===== config.mk =====
export PLATFORM = sky130hd
export DESIGN_NAME = ssr_top
export DESIGN_NICKNAME = d
export VERILOG_FILES = /design/src/verilog/ssr_pkg.sv /design/src/verilog/ssr_evgrp.sv /design/src/verilog/ssr_top.sv
export VERILOG_INCLUDE_DIRS = /design/src /design/src/verilog
export SDC_FILE = /design/constraint.sdc
export NUM_CORES = 1
export LEC_CHECK = 0
export ABC_AREA = 1
export BUFFER_PORTS_ARGS = -buffer_cell sky130_fd_sc_hd__buf_2
export CAP_MARGIN = 10
export CORE_ASPECT_RATIO = 1.25
export CORE_MARGIN = 2
export CORE_UTILIZATION = 55
export DETAILED_ROUTE_END_ITERATION = 8
export GPL_ROUTABILITY_DRIVEN = 0
export GPL_TIMING_DRIVEN = 0
export PLACE_DENSITY_LB_ADDON = 0.15
export SLEW_MARGIN = 20
export SYNTH_ARGS = -nofsm -noshare
export SYNTH_HDL_FRONTEND = slang
export SYNTH_SLANG_ARGS = --single-unit

===== constraint.sdc =====
create_clock -name clk -period 7.2 [get_ports clk]
set_clock_uncertainty 0.05 [all_clocks]
set_input_delay 1.08 -clock clk [delete_from_list [all_inputs] [get_ports clk]]
set_output_delay 1.08 -clock clk [all_outputs]
set_load 0.1 [all_outputs]

===== src/verilog/ssr_defs.svh =====
// Constants for the status byte and service request logic.
// Behaviour
// - Bit 6 of the service request enable register ignores writes and reads zero.
// - Status byte error-queue bit is high while the error queue holds entries.
// - Status byte mav bit is high while the output queue holds bytes.
// - A new reason for service sets rqs and raises the service request.
// - rqs clears when mss goes false or on a serial poll.
// - Clear-status clears all event registers and empties the error queue.
// - Each of three groups has condition, enable and event registers, all readable.
// - Status and enable queries return unsigned integer values.
// - Status byte carries hardware, coupling and instrument summary bits.
// - Status byte esb summarises standard event register masked by its enable.
// - Bit 0 unused, bits 1-3 instrument/coupling/hardware, 4 mav, 5 esb, 7 error.
// - mss is true when status byte AND enable is nonzero; read in bit 6.
// - Event bits latch on their transition until read or clear-status.
// - Enable registers clear at power-on and survive clear-status.
`ifndef SSR_DEFS_SVH
`define SSR_DEFS_SVH
`define SSR_BW        8
`define SSR_EW        16
`define SSR_QW        8
`define SSR_STB_UNUSED 0
`define SSR_STB_ISB   1
`define SSR_STB_CSB   2
`define SSR_STB_HSB   3
`define SSR_STB_MAV   4
`define SSR_STB_ESB   5
`define SSR_STB_MSS   6
`define SSR_STB_ERB   7
`define SSR_SRE_MASK  8'hBF
`define SSR_ZERO8     8'h00
`define SSR_ZERO16    16'h0000
`define SSR_HW_POS    16'hFFFF
`define SSR_CP_POS    16'hFFFF
`define SSR_IN_POS    16'hFFFF
`endif


===== src/verilog/ssr_pkg.sv =====
// Types shared by the status byte and service request logic.
`default_nettype none
package ssr_pkg;
   // Selects which status value a query returns.
   typedef enum logic [3:0] {
      SSR_Q_STB = 4'b0000,
      SSR_Q_SRE = 4'b0001,
      SSR_Q_ESE = 4'b0010,
      SSR_Q_ESR = 4'b0011,
      SSR_Q_HCR = 4'b0100,
      SSR_Q_HSE = 4'b0101,
      SSR_Q_HSR = 4'b0110,
      SSR_Q_CCR = 4'b0111,
      SSR_Q_CSE = 4'b1000,
      SSR_Q_CSR = 4'b1001,
      SSR_Q_ICR = 4'b1010,
      SSR_Q_ISE = 4'b1011,
      SSR_Q_ISR = 4'b1100
   } ssr_qsel_t;
endpackage : ssr_pkg
`default_nettype wire


===== src/verilog/ssr_evgrp.sv =====
// One status group: transition filter, latched event register and enable.
`timescale 1ns/10ps
`include "ssr_defs.svh"
`default_nettype none
module ssr_evgrp #(
   parameter logic [`SSR_EW-1:0] POS = `SSR_HW_POS
) (
   input  wire logic              clk,
   input  wire logic              rst,
   input  wire logic [`SSR_EW-1:0] cond,
   input  wire logic              en_wr,
   input  wire logic [`SSR_EW-1:0] en_wdata,
   input  wire logic              rd_clr,
   input  wire logic              cls,
   output logic      [`SSR_EW-1:0] event_q,
   output logic      [`SSR_EW-1:0] enable_q,
   output logic                   summary
);
   logic [`SSR_EW-1:0] prev_r;
   logic [`SSR_EW-1:0] prev_nxt;
   logic [`SSR_EW-1:0] event_r;
   logic [`SSR_EW-1:0] event_nxt;
   logic [`SSR_EW-1:0] enable_r;
   logic [`SSR_EW-1:0] enable_nxt;
   logic [`SSR_EW-1:0] hit;

   // Filter transitions, latch events, and let a new event beat a clear.
   always_comb begin
      hit = (POS & cond & ~prev_r) | (~POS & ~cond & prev_r);
      prev_nxt = cond;
      event_nxt = ((rd_clr || cls) ? `SSR_ZERO16 : event_r) | hit;
      enable_nxt = en_wr ? en_wdata : enable_r;
   end

   // Enable is cleared only by power-on reset.
   always_ff @(posedge clk or posedge rst) begin
      if (rst) begin
         prev_r   <= `SSR_ZERO16;
         event_r  <= `SSR_ZERO16;
         enable_r <= `SSR_ZERO16;
      end else begin
         prev_r   <= prev_nxt;
         event_r  <= event_nxt;
         enable_r <= enable_nxt;
      end
   end

   // Group outputs and the summary toward the status byte.
   assign event_q  = event_r;
   assign enable_q = enable_r;
   assign summary  = |(event_r & enable_r);

   AST_EVT_LATCH: assert property (@(posedge clk) disable iff (rst)
      (!rd_clr && !cls) |=> ((event_r & $past(event_r)) == $past(event_r)))
      else $error("Event bit lost without read or clear.");
   AST_EVT_SET: assert property (@(posedge clk) disable iff (rst)
      (|(POS & cond & ~prev_r)) |=> (|(event_r & $past(POS & cond & ~prev_r))))
      else $error("Rising condition did not set its event bit.");
   AST_EN_KEEP: assert property (@(posedge clk) disable iff (rst)
      (cls && !en_wr) |=> (enable_r == $past(enable_r)))
      else $error("Enable changed by clear-status.");
   AST_EN_WRITE: assert property (@(posedge clk) disable iff (rst)
      en_wr |=> (enable_r == $past(en_wdata)))
      else $error("Enable write not stored.");
endmodule : ssr_evgrp
`default_nettype wire


===== src/verilog/ssr_top.sv =====
// Status byte, service request enable, standard events and query port.
`timescale 1ns/10ps
`include "ssr_defs.svh"
`default_nettype none
module ssr_top (
   input  wire logic                clk,
   input  wire logic                rst,
   input  wire logic                cls,
   input  wire logic                sre_wr,
   input  wire logic [`SSR_BW-1:0]  sre_wdata,
   input  wire logic                ese_wr,
   input  wire logic [`SSR_BW-1:0]  ese_wdata,
   input  wire logic [`SSR_BW-1:0]  std_evt_set,
   input  wire logic                hse_wr,
   input  wire logic                cse_wr,
   input  wire logic                ise_wr,
   input  wire logic [`SSR_EW-1:0]  en_wdata,
   input  wire logic [`SSR_EW-1:0]  hw_cond,
   input  wire logic [`SSR_EW-1:0]  cp_cond,
   input  wire logic [`SSR_EW-1:0]  in_cond,
   input  wire logic [`SSR_QW-1:0]  err_q_count,
   input  wire logic [`SSR_QW-1:0]  out_q_count,
   input  wire logic                qry_req,
   input  wire ssr_pkg::ssr_qsel_t  qry_sel,
   input  wire logic                spoll_req,
   output logic                     err_q_flush,
   output logic                     srq,
   output logic                     qry_valid,
   output logic      [`SSR_EW-1:0]  qry_data,
   output logic                     spoll_valid,
   output logic      [`SSR_BW-1:0]  spoll_data
);
   logic [`SSR_BW-1:0] sre_r;
   logic [`SSR_BW-1:0] sre_nxt;
   logic [`SSR_BW-1:0] ese_r;
   logic [`SSR_BW-1:0] ese_nxt;
   logic [`SSR_BW-1:0] esr_r;
   logic [`SSR_BW-1:0] esr_nxt;
   logic [`SSR_BW-1:0] masked_prev_r;
   logic               rqs_r;
   logic               rqs_nxt;
   logic               qry_valid_r;
   logic [`SSR_EW-1:0] qry_data_r;
   logic [`SSR_EW-1:0] qry_data_nxt;
   logic               spoll_valid_r;
   logic [`SSR_BW-1:0] spoll_data_r;
   logic [`SSR_BW-1:0] spoll_data_nxt;
   logic [`SSR_BW-1:0] stb;
   logic [`SSR_BW-1:0] stb_mss;
   logic [`SSR_BW-1:0] masked;
   logic               mss;
   logic               new_reason;
   logic               hw_rd;
   logic               cp_rd;
   logic               in_rd;
   logic               hsb;
   logic               csb;
   logic               isb;
   logic [`SSR_EW-1:0] hw_evt;
   logic [`SSR_EW-1:0] hw_en;
   logic [`SSR_EW-1:0] cp_evt;
   logic [`SSR_EW-1:0] cp_en;
   logic [`SSR_EW-1:0] in_evt;
   logic [`SSR_EW-1:0] in_en;

   // A query of an event register clears it as it is read.
   assign hw_rd = qry_req && (qry_sel == ssr_pkg::SSR_Q_HSR);
   assign cp_rd = qry_req && (qry_sel == ssr_pkg::SSR_Q_CSR);
   assign in_rd = qry_req && (qry_sel == ssr_pkg::SSR_Q_ISR);

   // Hardware, coupling and instrument groups.
   ssr_evgrp #(.POS(`SSR_HW_POS)) u_hw (
      .clk      (clk),
      .rst      (rst),
      .cond     (hw_cond),
      .en_wr    (hse_wr),
      .en_wdata (en_wdata),
      .rd_clr   (hw_rd),
      .cls      (cls),
      .event_q  (hw_evt),
      .enable_q (hw_en),
      .summary  (hsb)
   );
   ssr_evgrp #(.POS(`SSR_CP_POS)) u_cp (
      .clk      (clk),
      .rst      (rst),
      .cond     (cp_cond),
      .en_wr    (cse_wr),
      .en_wdata (en_wdata),
      .rd_clr   (cp_rd),
      .cls      (cls),
      .event_q  (cp_evt),
      .enable_q (cp_en),
      .summary  (csb)
   );
   ssr_evgrp #(.POS(`SSR_IN_POS)) u_in (
      .clk      (clk),
      .rst      (rst),
      .cond     (in_cond),
      .en_wr    (ise_wr),
      .en_wdata (en_wdata),
      .rd_clr   (in_rd),
      .cls      (cls),
      .event_q  (in_evt),
      .enable_q (in_en),
      .summary  (isb)
   );

   // Status byte assembly, master summary and request for service.
   always_comb begin
      stb = `SSR_ZERO8;
      stb[`SSR_STB_ISB] = isb;
      stb[`SSR_STB_CSB] = csb;
      stb[`SSR_STB_HSB] = hsb;
      stb[`SSR_STB_MAV] = (out_q_count != `SSR_ZERO8);
      stb[`SSR_STB_ESB] = |(esr_r & ese_r);
      stb[`SSR_STB_ERB] = (err_q_count != `SSR_ZERO8);
      masked = stb & sre_r;
      mss = |masked;
      stb_mss = stb;
      stb_mss[`SSR_STB_MSS] = mss;
      new_reason = |(masked & ~masked_prev_r);
      rqs_nxt = rqs_r;
      if (!mss || spoll_req) begin
         rqs_nxt = 1'b0;
      end
      if (new_reason) begin
         rqs_nxt = 1'b1;
      end
   end

   // Enable and standard event registers; a new event beats a clear.
   always_comb begin
      sre_nxt = sre_wr ? (sre_wdata & `SSR_SRE_MASK) : sre_r;
      ese_nxt = ese_wr ? ese_wdata : ese_r;
      esr_nxt = esr_r;
      if (cls || (qry_req && (qry_sel == ssr_pkg::SSR_Q_ESR))) begin
         esr_nxt = `SSR_ZERO8;
      end
      esr_nxt = esr_nxt | std_evt_set;
   end

   // Query and serial poll answers as unsigned binary integers.
   always_comb begin
      qry_data_nxt = qry_data_r;
      if (qry_req) begin
         unique case (qry_sel)
            ssr_pkg::SSR_Q_STB: qry_data_nxt = {`SSR_ZERO8, stb_mss};
            ssr_pkg::SSR_Q_SRE: qry_data_nxt = {`SSR_ZERO8, sre_r};
            ssr_pkg::SSR_Q_ESE: qry_data_nxt = {`SSR_ZERO8, ese_r};
            ssr_pkg::SSR_Q_ESR: qry_data_nxt = {`SSR_ZERO8, esr_r};
            ssr_pkg::SSR_Q_HCR: qry_data_nxt = hw_cond;
            ssr_pkg::SSR_Q_HSE: qry_data_nxt = hw_en;
            ssr_pkg::SSR_Q_HSR: qry_data_nxt = hw_evt;
            ssr_pkg::SSR_Q_CCR: qry_data_nxt = cp_cond;
            ssr_pkg::SSR_Q_CSE: qry_data_nxt = cp_en;
            ssr_pkg::SSR_Q_CSR: qry_data_nxt = cp_evt;
            ssr_pkg::SSR_Q_ICR: qry_data_nxt = in_cond;
            ssr_pkg::SSR_Q_ISE: qry_data_nxt = in_en;
            ssr_pkg::SSR_Q_ISR: qry_data_nxt = in_evt;
            default:            qry_data_nxt = `SSR_ZERO16;
         endcase
      end
      spoll_data_nxt = spoll_data_r;
      if (spoll_req) begin
         spoll_data_nxt = stb;
         spoll_data_nxt[`SSR_STB_MSS] = rqs_r;
      end
   end

   // Register every piece of state; enables clear only at power-on.
   always_ff @(posedge clk or posedge rst) begin
      if (rst) begin
         sre_r         <= `SSR_ZERO8;
         ese_r         <= `SSR_ZERO8;
         esr_r         <= `SSR_ZERO8;
         masked_prev_r <= `SSR_ZERO8;
         rqs_r         <= 1'b0;
         qry_valid_r   <= 1'b0;
         qry_data_r    <= `SSR_ZERO16;
         spoll_valid_r <= 1'b0;
         spoll_data_r  <= `SSR_ZERO8;
      end else begin
         sre_r         <= sre_nxt;
         ese_r         <= ese_nxt;
         esr_r         <= esr_nxt;
         masked_prev_r <= masked;
         rqs_r         <= rqs_nxt;
         qry_valid_r   <= qry_req;
         qry_data_r    <= qry_data_nxt;
         spoll_valid_r <= spoll_req;
         spoll_data_r  <= spoll_data_nxt;
      end
   end

   // Outputs; the error queue flush follows clear-status directly.
   assign err_q_flush = cls;
   assign srq         = rqs_r;
   assign qry_valid   = qry_valid_r;
   assign qry_data    = qry_data_r;
   assign spoll_valid = spoll_valid_r;
   assign spoll_data  = spoll_data_r;

   AST_SRE_BIT6: assert property (@(posedge clk) disable iff (rst)
      sre_wr |=> (sre_r == ($past(sre_wdata) & `SSR_SRE_MASK)))
      else $error("Enable bit 6 not discarded.");
   AST_ERB: assert property (@(posedge clk) disable iff (rst)
      (qry_req && qry_sel == ssr_pkg::SSR_Q_STB) |=>
      (qry_data[`SSR_STB_ERB] == $past(err_q_count != `SSR_ZERO8)))
      else $error("Error queue summary wrong.");
   AST_MAV: assert property (@(posedge clk) disable iff (rst)
      (qry_req && qry_sel == ssr_pkg::SSR_Q_STB) |=>
      (qry_data[`SSR_STB_MAV] == $past(out_q_count != `SSR_ZERO8)))
      else $error("Message available bit wrong.");
   AST_RQS_SET: assert property (@(posedge clk) disable iff (rst)
      new_reason |=> srq)
      else $error("New reason did not raise service request.");
   AST_RQS_CLR: assert property (@(posedge clk) disable iff (rst)
      ((!mss || spoll_req) && !new_reason) |=> !srq)
      else $error("Service request not cleared.");
   AST_CLS: assert property (@(posedge clk) disable iff (rst)
      (cls && std_evt_set == `SSR_ZERO8) |=> (esr_r == `SSR_ZERO8))
      else $error("Clear-status left standard events.");
   AST_ESE_READ: assert property (@(posedge clk) disable iff (rst)
      (qry_req && qry_sel == ssr_pkg::SSR_Q_ESE) |=>
      (qry_valid && qry_data == {`SSR_ZERO8, $past(ese_r)}))
      else $error("Standard enable query wrong.");
   AST_HSB: assert property (@(posedge clk) disable iff (rst)
      (qry_req && qry_sel == ssr_pkg::SSR_Q_STB) |=>
      (qry_data[`SSR_STB_HSB] == $past(|(hw_evt & hw_en))))
      else $error("Hardware summary wrong.");
   AST_ESB: assert property (@(posedge clk) disable iff (rst)
      (qry_req && qry_sel == ssr_pkg::SSR_Q_STB) |=>
      (qry_data[`SSR_STB_ESB] == $past(|(esr_r & ese_r))))
      else $error("Event summary bit wrong.");
   AST_STB_LAYOUT: assert property (@(posedge clk) disable iff (rst)
      (qry_req && qry_sel == ssr_pkg::SSR_Q_STB) |=>
      (!qry_data[`SSR_STB_UNUSED] &&
       qry_data[`SSR_EW-1:`SSR_BW] == `SSR_ZERO8))
      else $error("Status byte unused bits set.");
   AST_MSS: assert property (@(posedge clk) disable iff (rst)
      (qry_req && qry_sel == ssr_pkg::SSR_Q_STB) |=>
      (qry_data[`SSR_STB_MSS] == $past(|(stb & sre_r))))
      else $error("Master summary wrong.");
endmodule : ssr_top
`default_nettype wire


==> flow_summary.json <==
{
  "outcome": "completed",
  "hp-class": "register to register",
  "layoutNonFillerInstCount": 1348,
  "max_cap_viol_count": 0,
  "critPathTopFamily": "buffers and inverters",
  "dr_total_vias": 7410,
  "net-switching-power_mw": 0.815,
  "dr.first_iter.drc_count": 609,
  "finalHoldViolCount": 0,
  "cpMostUsedCell": "buf_2",
  "postRouteAntennaNets": 0,
  "syn_nets": 1081,
  "nets": 1244,
  "cts-root-buf": "clkbuf_16",
  "yosysUniqueCellTypes": 29,
  "required_ns": 6.07,
  "ios": 146,
  "combPwrFrac": 0.175,
  "io_buffer_count": 142,
  "synthCells": 963,
  "cts_setup_buffers": 0,
  "critPathLaunch": "cls",
  "cts_tree": "done",
  "cp_slowest_stage_delay_ns": 0.41,
  "overflow": 0,
  "dp_cells": 1315,
  "grt_pass1_vias": 7250,
  "intPower_mw": 1.88,
  "ir_drop_v": 0.000174,
  "power_mw": 2.70,
  "setup_viol": 0,
  "cts_buffers": 17,
  "core-area_um2": 15100,
  "ys_ff_latch": 199,
  "viasPerCell": 5.50,
  "rr_endpoint": "qry_data[6]",
  "insertion_delay_ns": 0.44,
  "cts_buffer_depth": 2,
  "cpMaxStageDelayCell": "buf_2",
  "first_pass_iters": 5,
  "seqPwrFrac": 0.469,
  "register_area_um2": 4980,
  "grt_pass1_wl_mm": 38.6,
  "path_cells": "buf_2 > buf_4 > buf_2",
  "finalCriticalPeriod_ns": 2.79,
  "fp-row-count": 50,
  "die-width_um": 115,
  "ys_warn_count": 0,
  "area_growth_pct": 19.2,
  "critical_path_buf_inv_count": 3,
  "pwr-share-clk": 0.356,
  "h-tree-depth": 4,
  "clk_pin_slew_worst_paths_ns": 0.07,
  "cts.sinks": 199,
  "cts-resized-gates": 0,
  "p_sw_frac": 0.302,
  "cellLeakagePower_nw": 5.33,
  "grt_usage": 0.322,
  "final_max_slew_viol_count": 0,
  "tightest_slew_ns": 1.02,
  "syn_avg_cell_area_um2": 8.85,
  "path_depth": 3,
  "grt_max_degree": 84,
  "multi_input_area_um2": 2700,
  "worstPathMaxFanout": 2,
  "syn-cell-area_um2": 8520,
  "yosysSeqAreaShare": 0.584,
  "crit_path_start_kind": "input port",
  "end_kind": "primary output",
  "final_layout_size_suffix_gt1_frac": 0.192,
  "fmax_mhz": 358,
  "ctsHoldBuffers": 0,
  "crit_arrival_ns": 1.66,
  "wire_per_inst_um": 19.0,
  "grt_antenna_before_repair": 1,
  "initial_core_util": 0.565,
  "worstReg2RegStart": "u_hw.enable_q[14]",
  "die_h_um": 143,
  "die_area_um2": 16500,
  "nFillCells": 1271,
  "finalCritPeriodShare": 0.388,
  "worst-r2r-setup-slack_ns": 5.37,
  "cp-endpoint": "err_q_flush",
  "drc": 0,
  "rsz0062_at_grt": "no",
  "powerDensity_nw_per_um2": 266,
  "maxSlewHeadroom": 0.320,
  "routed_wl_mm": 25.7,
  "hpwl_mm": 18.3,
  "crit_type": "input port to primary output",
  "reg2reg_depth": 12
}
## metrics by stage
step / cell area (um^2) / setup WS, ns / util / setup TNS (ns) / hold slack, ns
3_5_place_dp: 9550 / 4.25 / 0.634 / 0 / 0.369
6_report: 10200 / 4.41 / 0.674 / 0 / 0.376
4_1_cts: 10200 / 4.40 / 0.673 / 0 / 0.377
2_1_floorplan: 8520 / 0.644 / - / 0 / 0.360
5_1_grt: 10200 / 4.38 / 0.673 / 0 / 0.382
3_3_place_gp: 9490 / -1.52 / 0.630 / -300.39 / 0.361
## layer usage
| metal | track usage | share of wire | vias to the layer above |
|---|---|---|---|
| met5 | 0 | 0 | - |
| met4 | 0.172 | 0.050 | 0 |
| met3 | 0.0615 | 0.079 | 80 |
| met2 | 0.537 | 0.49 | 384 |
| met1 | 0.395 | 0.38 | 3506 |
| li1 | - | - | 3440 |
## power groups by stage
stage / Combinational (mW) / Sequential, mW / Clock [mW]
finish: 0.473 / 1.26 / 0.960
global route: 0.510 / 1.27 / 1.01
CTS: 0.471 / 1.26 / 0.964
detailed placement: 0.468 / 1.28 / 0
global placement: 0.458 / 1.28 / 0
floorplan: 0.194 / 1.40 / 0
## sequential cells by signal, indices dropped and copies added, names as in the netlist, 8 cells and up
register,flops
qry_data,16
u_cp.enable_q,16
u_cp.event_q,16
u_cp.prev_r,16
u_hw.enable_q,16
u_hw.event_q,16
u_hw.prev_r,16
u_in.enable_q,16
u_in.event_q,16
u_in.prev_r,16
ese_r,8
esr_r,8
## synthesized netlist by cell type, drive strengths merged
master	n	area share
clkbuf	14	0.0062
a21oi	14	0.0082
nor2	64	0.031
mux2	8	0.011
a31oi	8	0.0059
o221ai	1	0.0010
inv	184	0.081
dfrtp	199	0.58
o22ai	117	0.086
o21ai	79	0.049
nor3	3	0.0018
nand3	14	0.0082
or2	1	0.00073
conb	1	0.00044
buf	13	0.011
o21bai	8	0.0070
nand4	3	0.0022
nand2	232	0.11
## final cells by class
class,count,area share
Sequential cell,199,0.490
Clock inverter,5,0.00591
Multi-Input combinational cell,553,0.266
Buffer,27,0.0143
Timing Repair Buffer,144,0.0754
Clock buffer,26,0.0531
Antenna cell,2,0.000493
Inverter,184,0.0690
Tap cell,208,0.0256
## how the worst min path moves through the flow
stage | start | endpoint | slack [ns] | cells after the start
floorplan | u_cp.prev_r[0] | u_cp.event_q[0] | 0.36 | 1
global placement | u_cp.prev_r[9] | u_cp.event_q[9] | 0.36 | 1
detailed placement | u_in.prev_r[10] | u_in.event_q[10] | 0.37 | 1
CTS | u_hw.prev_r[10] | u_hw.event_q[10] | 0.38 | 1
global route | u_in.prev_r[10] | u_in.event_q[10] | 0.38 | 1
finish | u_hw.prev_r[8] | u_hw.event_q[8] | 0.38 | 1
## cells by family after synthesis
group                  count (synthesis)  share of synthesized area
buffers and inverters                211                     0.0984
AO/OA/AOI/OAI                        227                      0.157
flip-flops                           199                      0.584
other                                  1                   0.000440
multiplexers                           8                     0.0106
AND/OR/NAND/NOR                      317                      0.149
## cells in the final DEF (no fill, tap or decap), drive strengths merged
| master | Yosys | routed |
|---|---|---|
| a31oi | 8 | 8 |
| buf | 13 | 157 |
| inv | 184 | 184 |
| dfrtp | 199 | 199 |
| nor3 | 3 | 3 |
| o22ai | 117 | 117 |
| or2 | 1 | 1 |
| nand3 | 14 | 14 |
| diode | 0 | 2 |
| o221ai | 1 | 1 |
| a21oi | 14 | 14 |
| nand4 | 3 | 3 |
| conb | 1 | 1 |
| clkinvlp | 0 | 4 |
| clkbuf | 14 | 40 |
| nor2 | 64 | 64 |
| o21ai | 79 | 79 |
| mux2 | 8 | 8 |
| bufinv | 0 | 1 |
| nand2 | 232 | 232 |
| o21bai | 8 | 8 |
## worst register-to-register path: cells and delay by family (launching register included)
| kind | cells | cell delay (ns) |
|---|---|---|
| DFF | 1 | 0.42 |
| and+or+nand+nor | 12 | 1.25 |
Note: power is estimated with default switching activity, not from simulation.
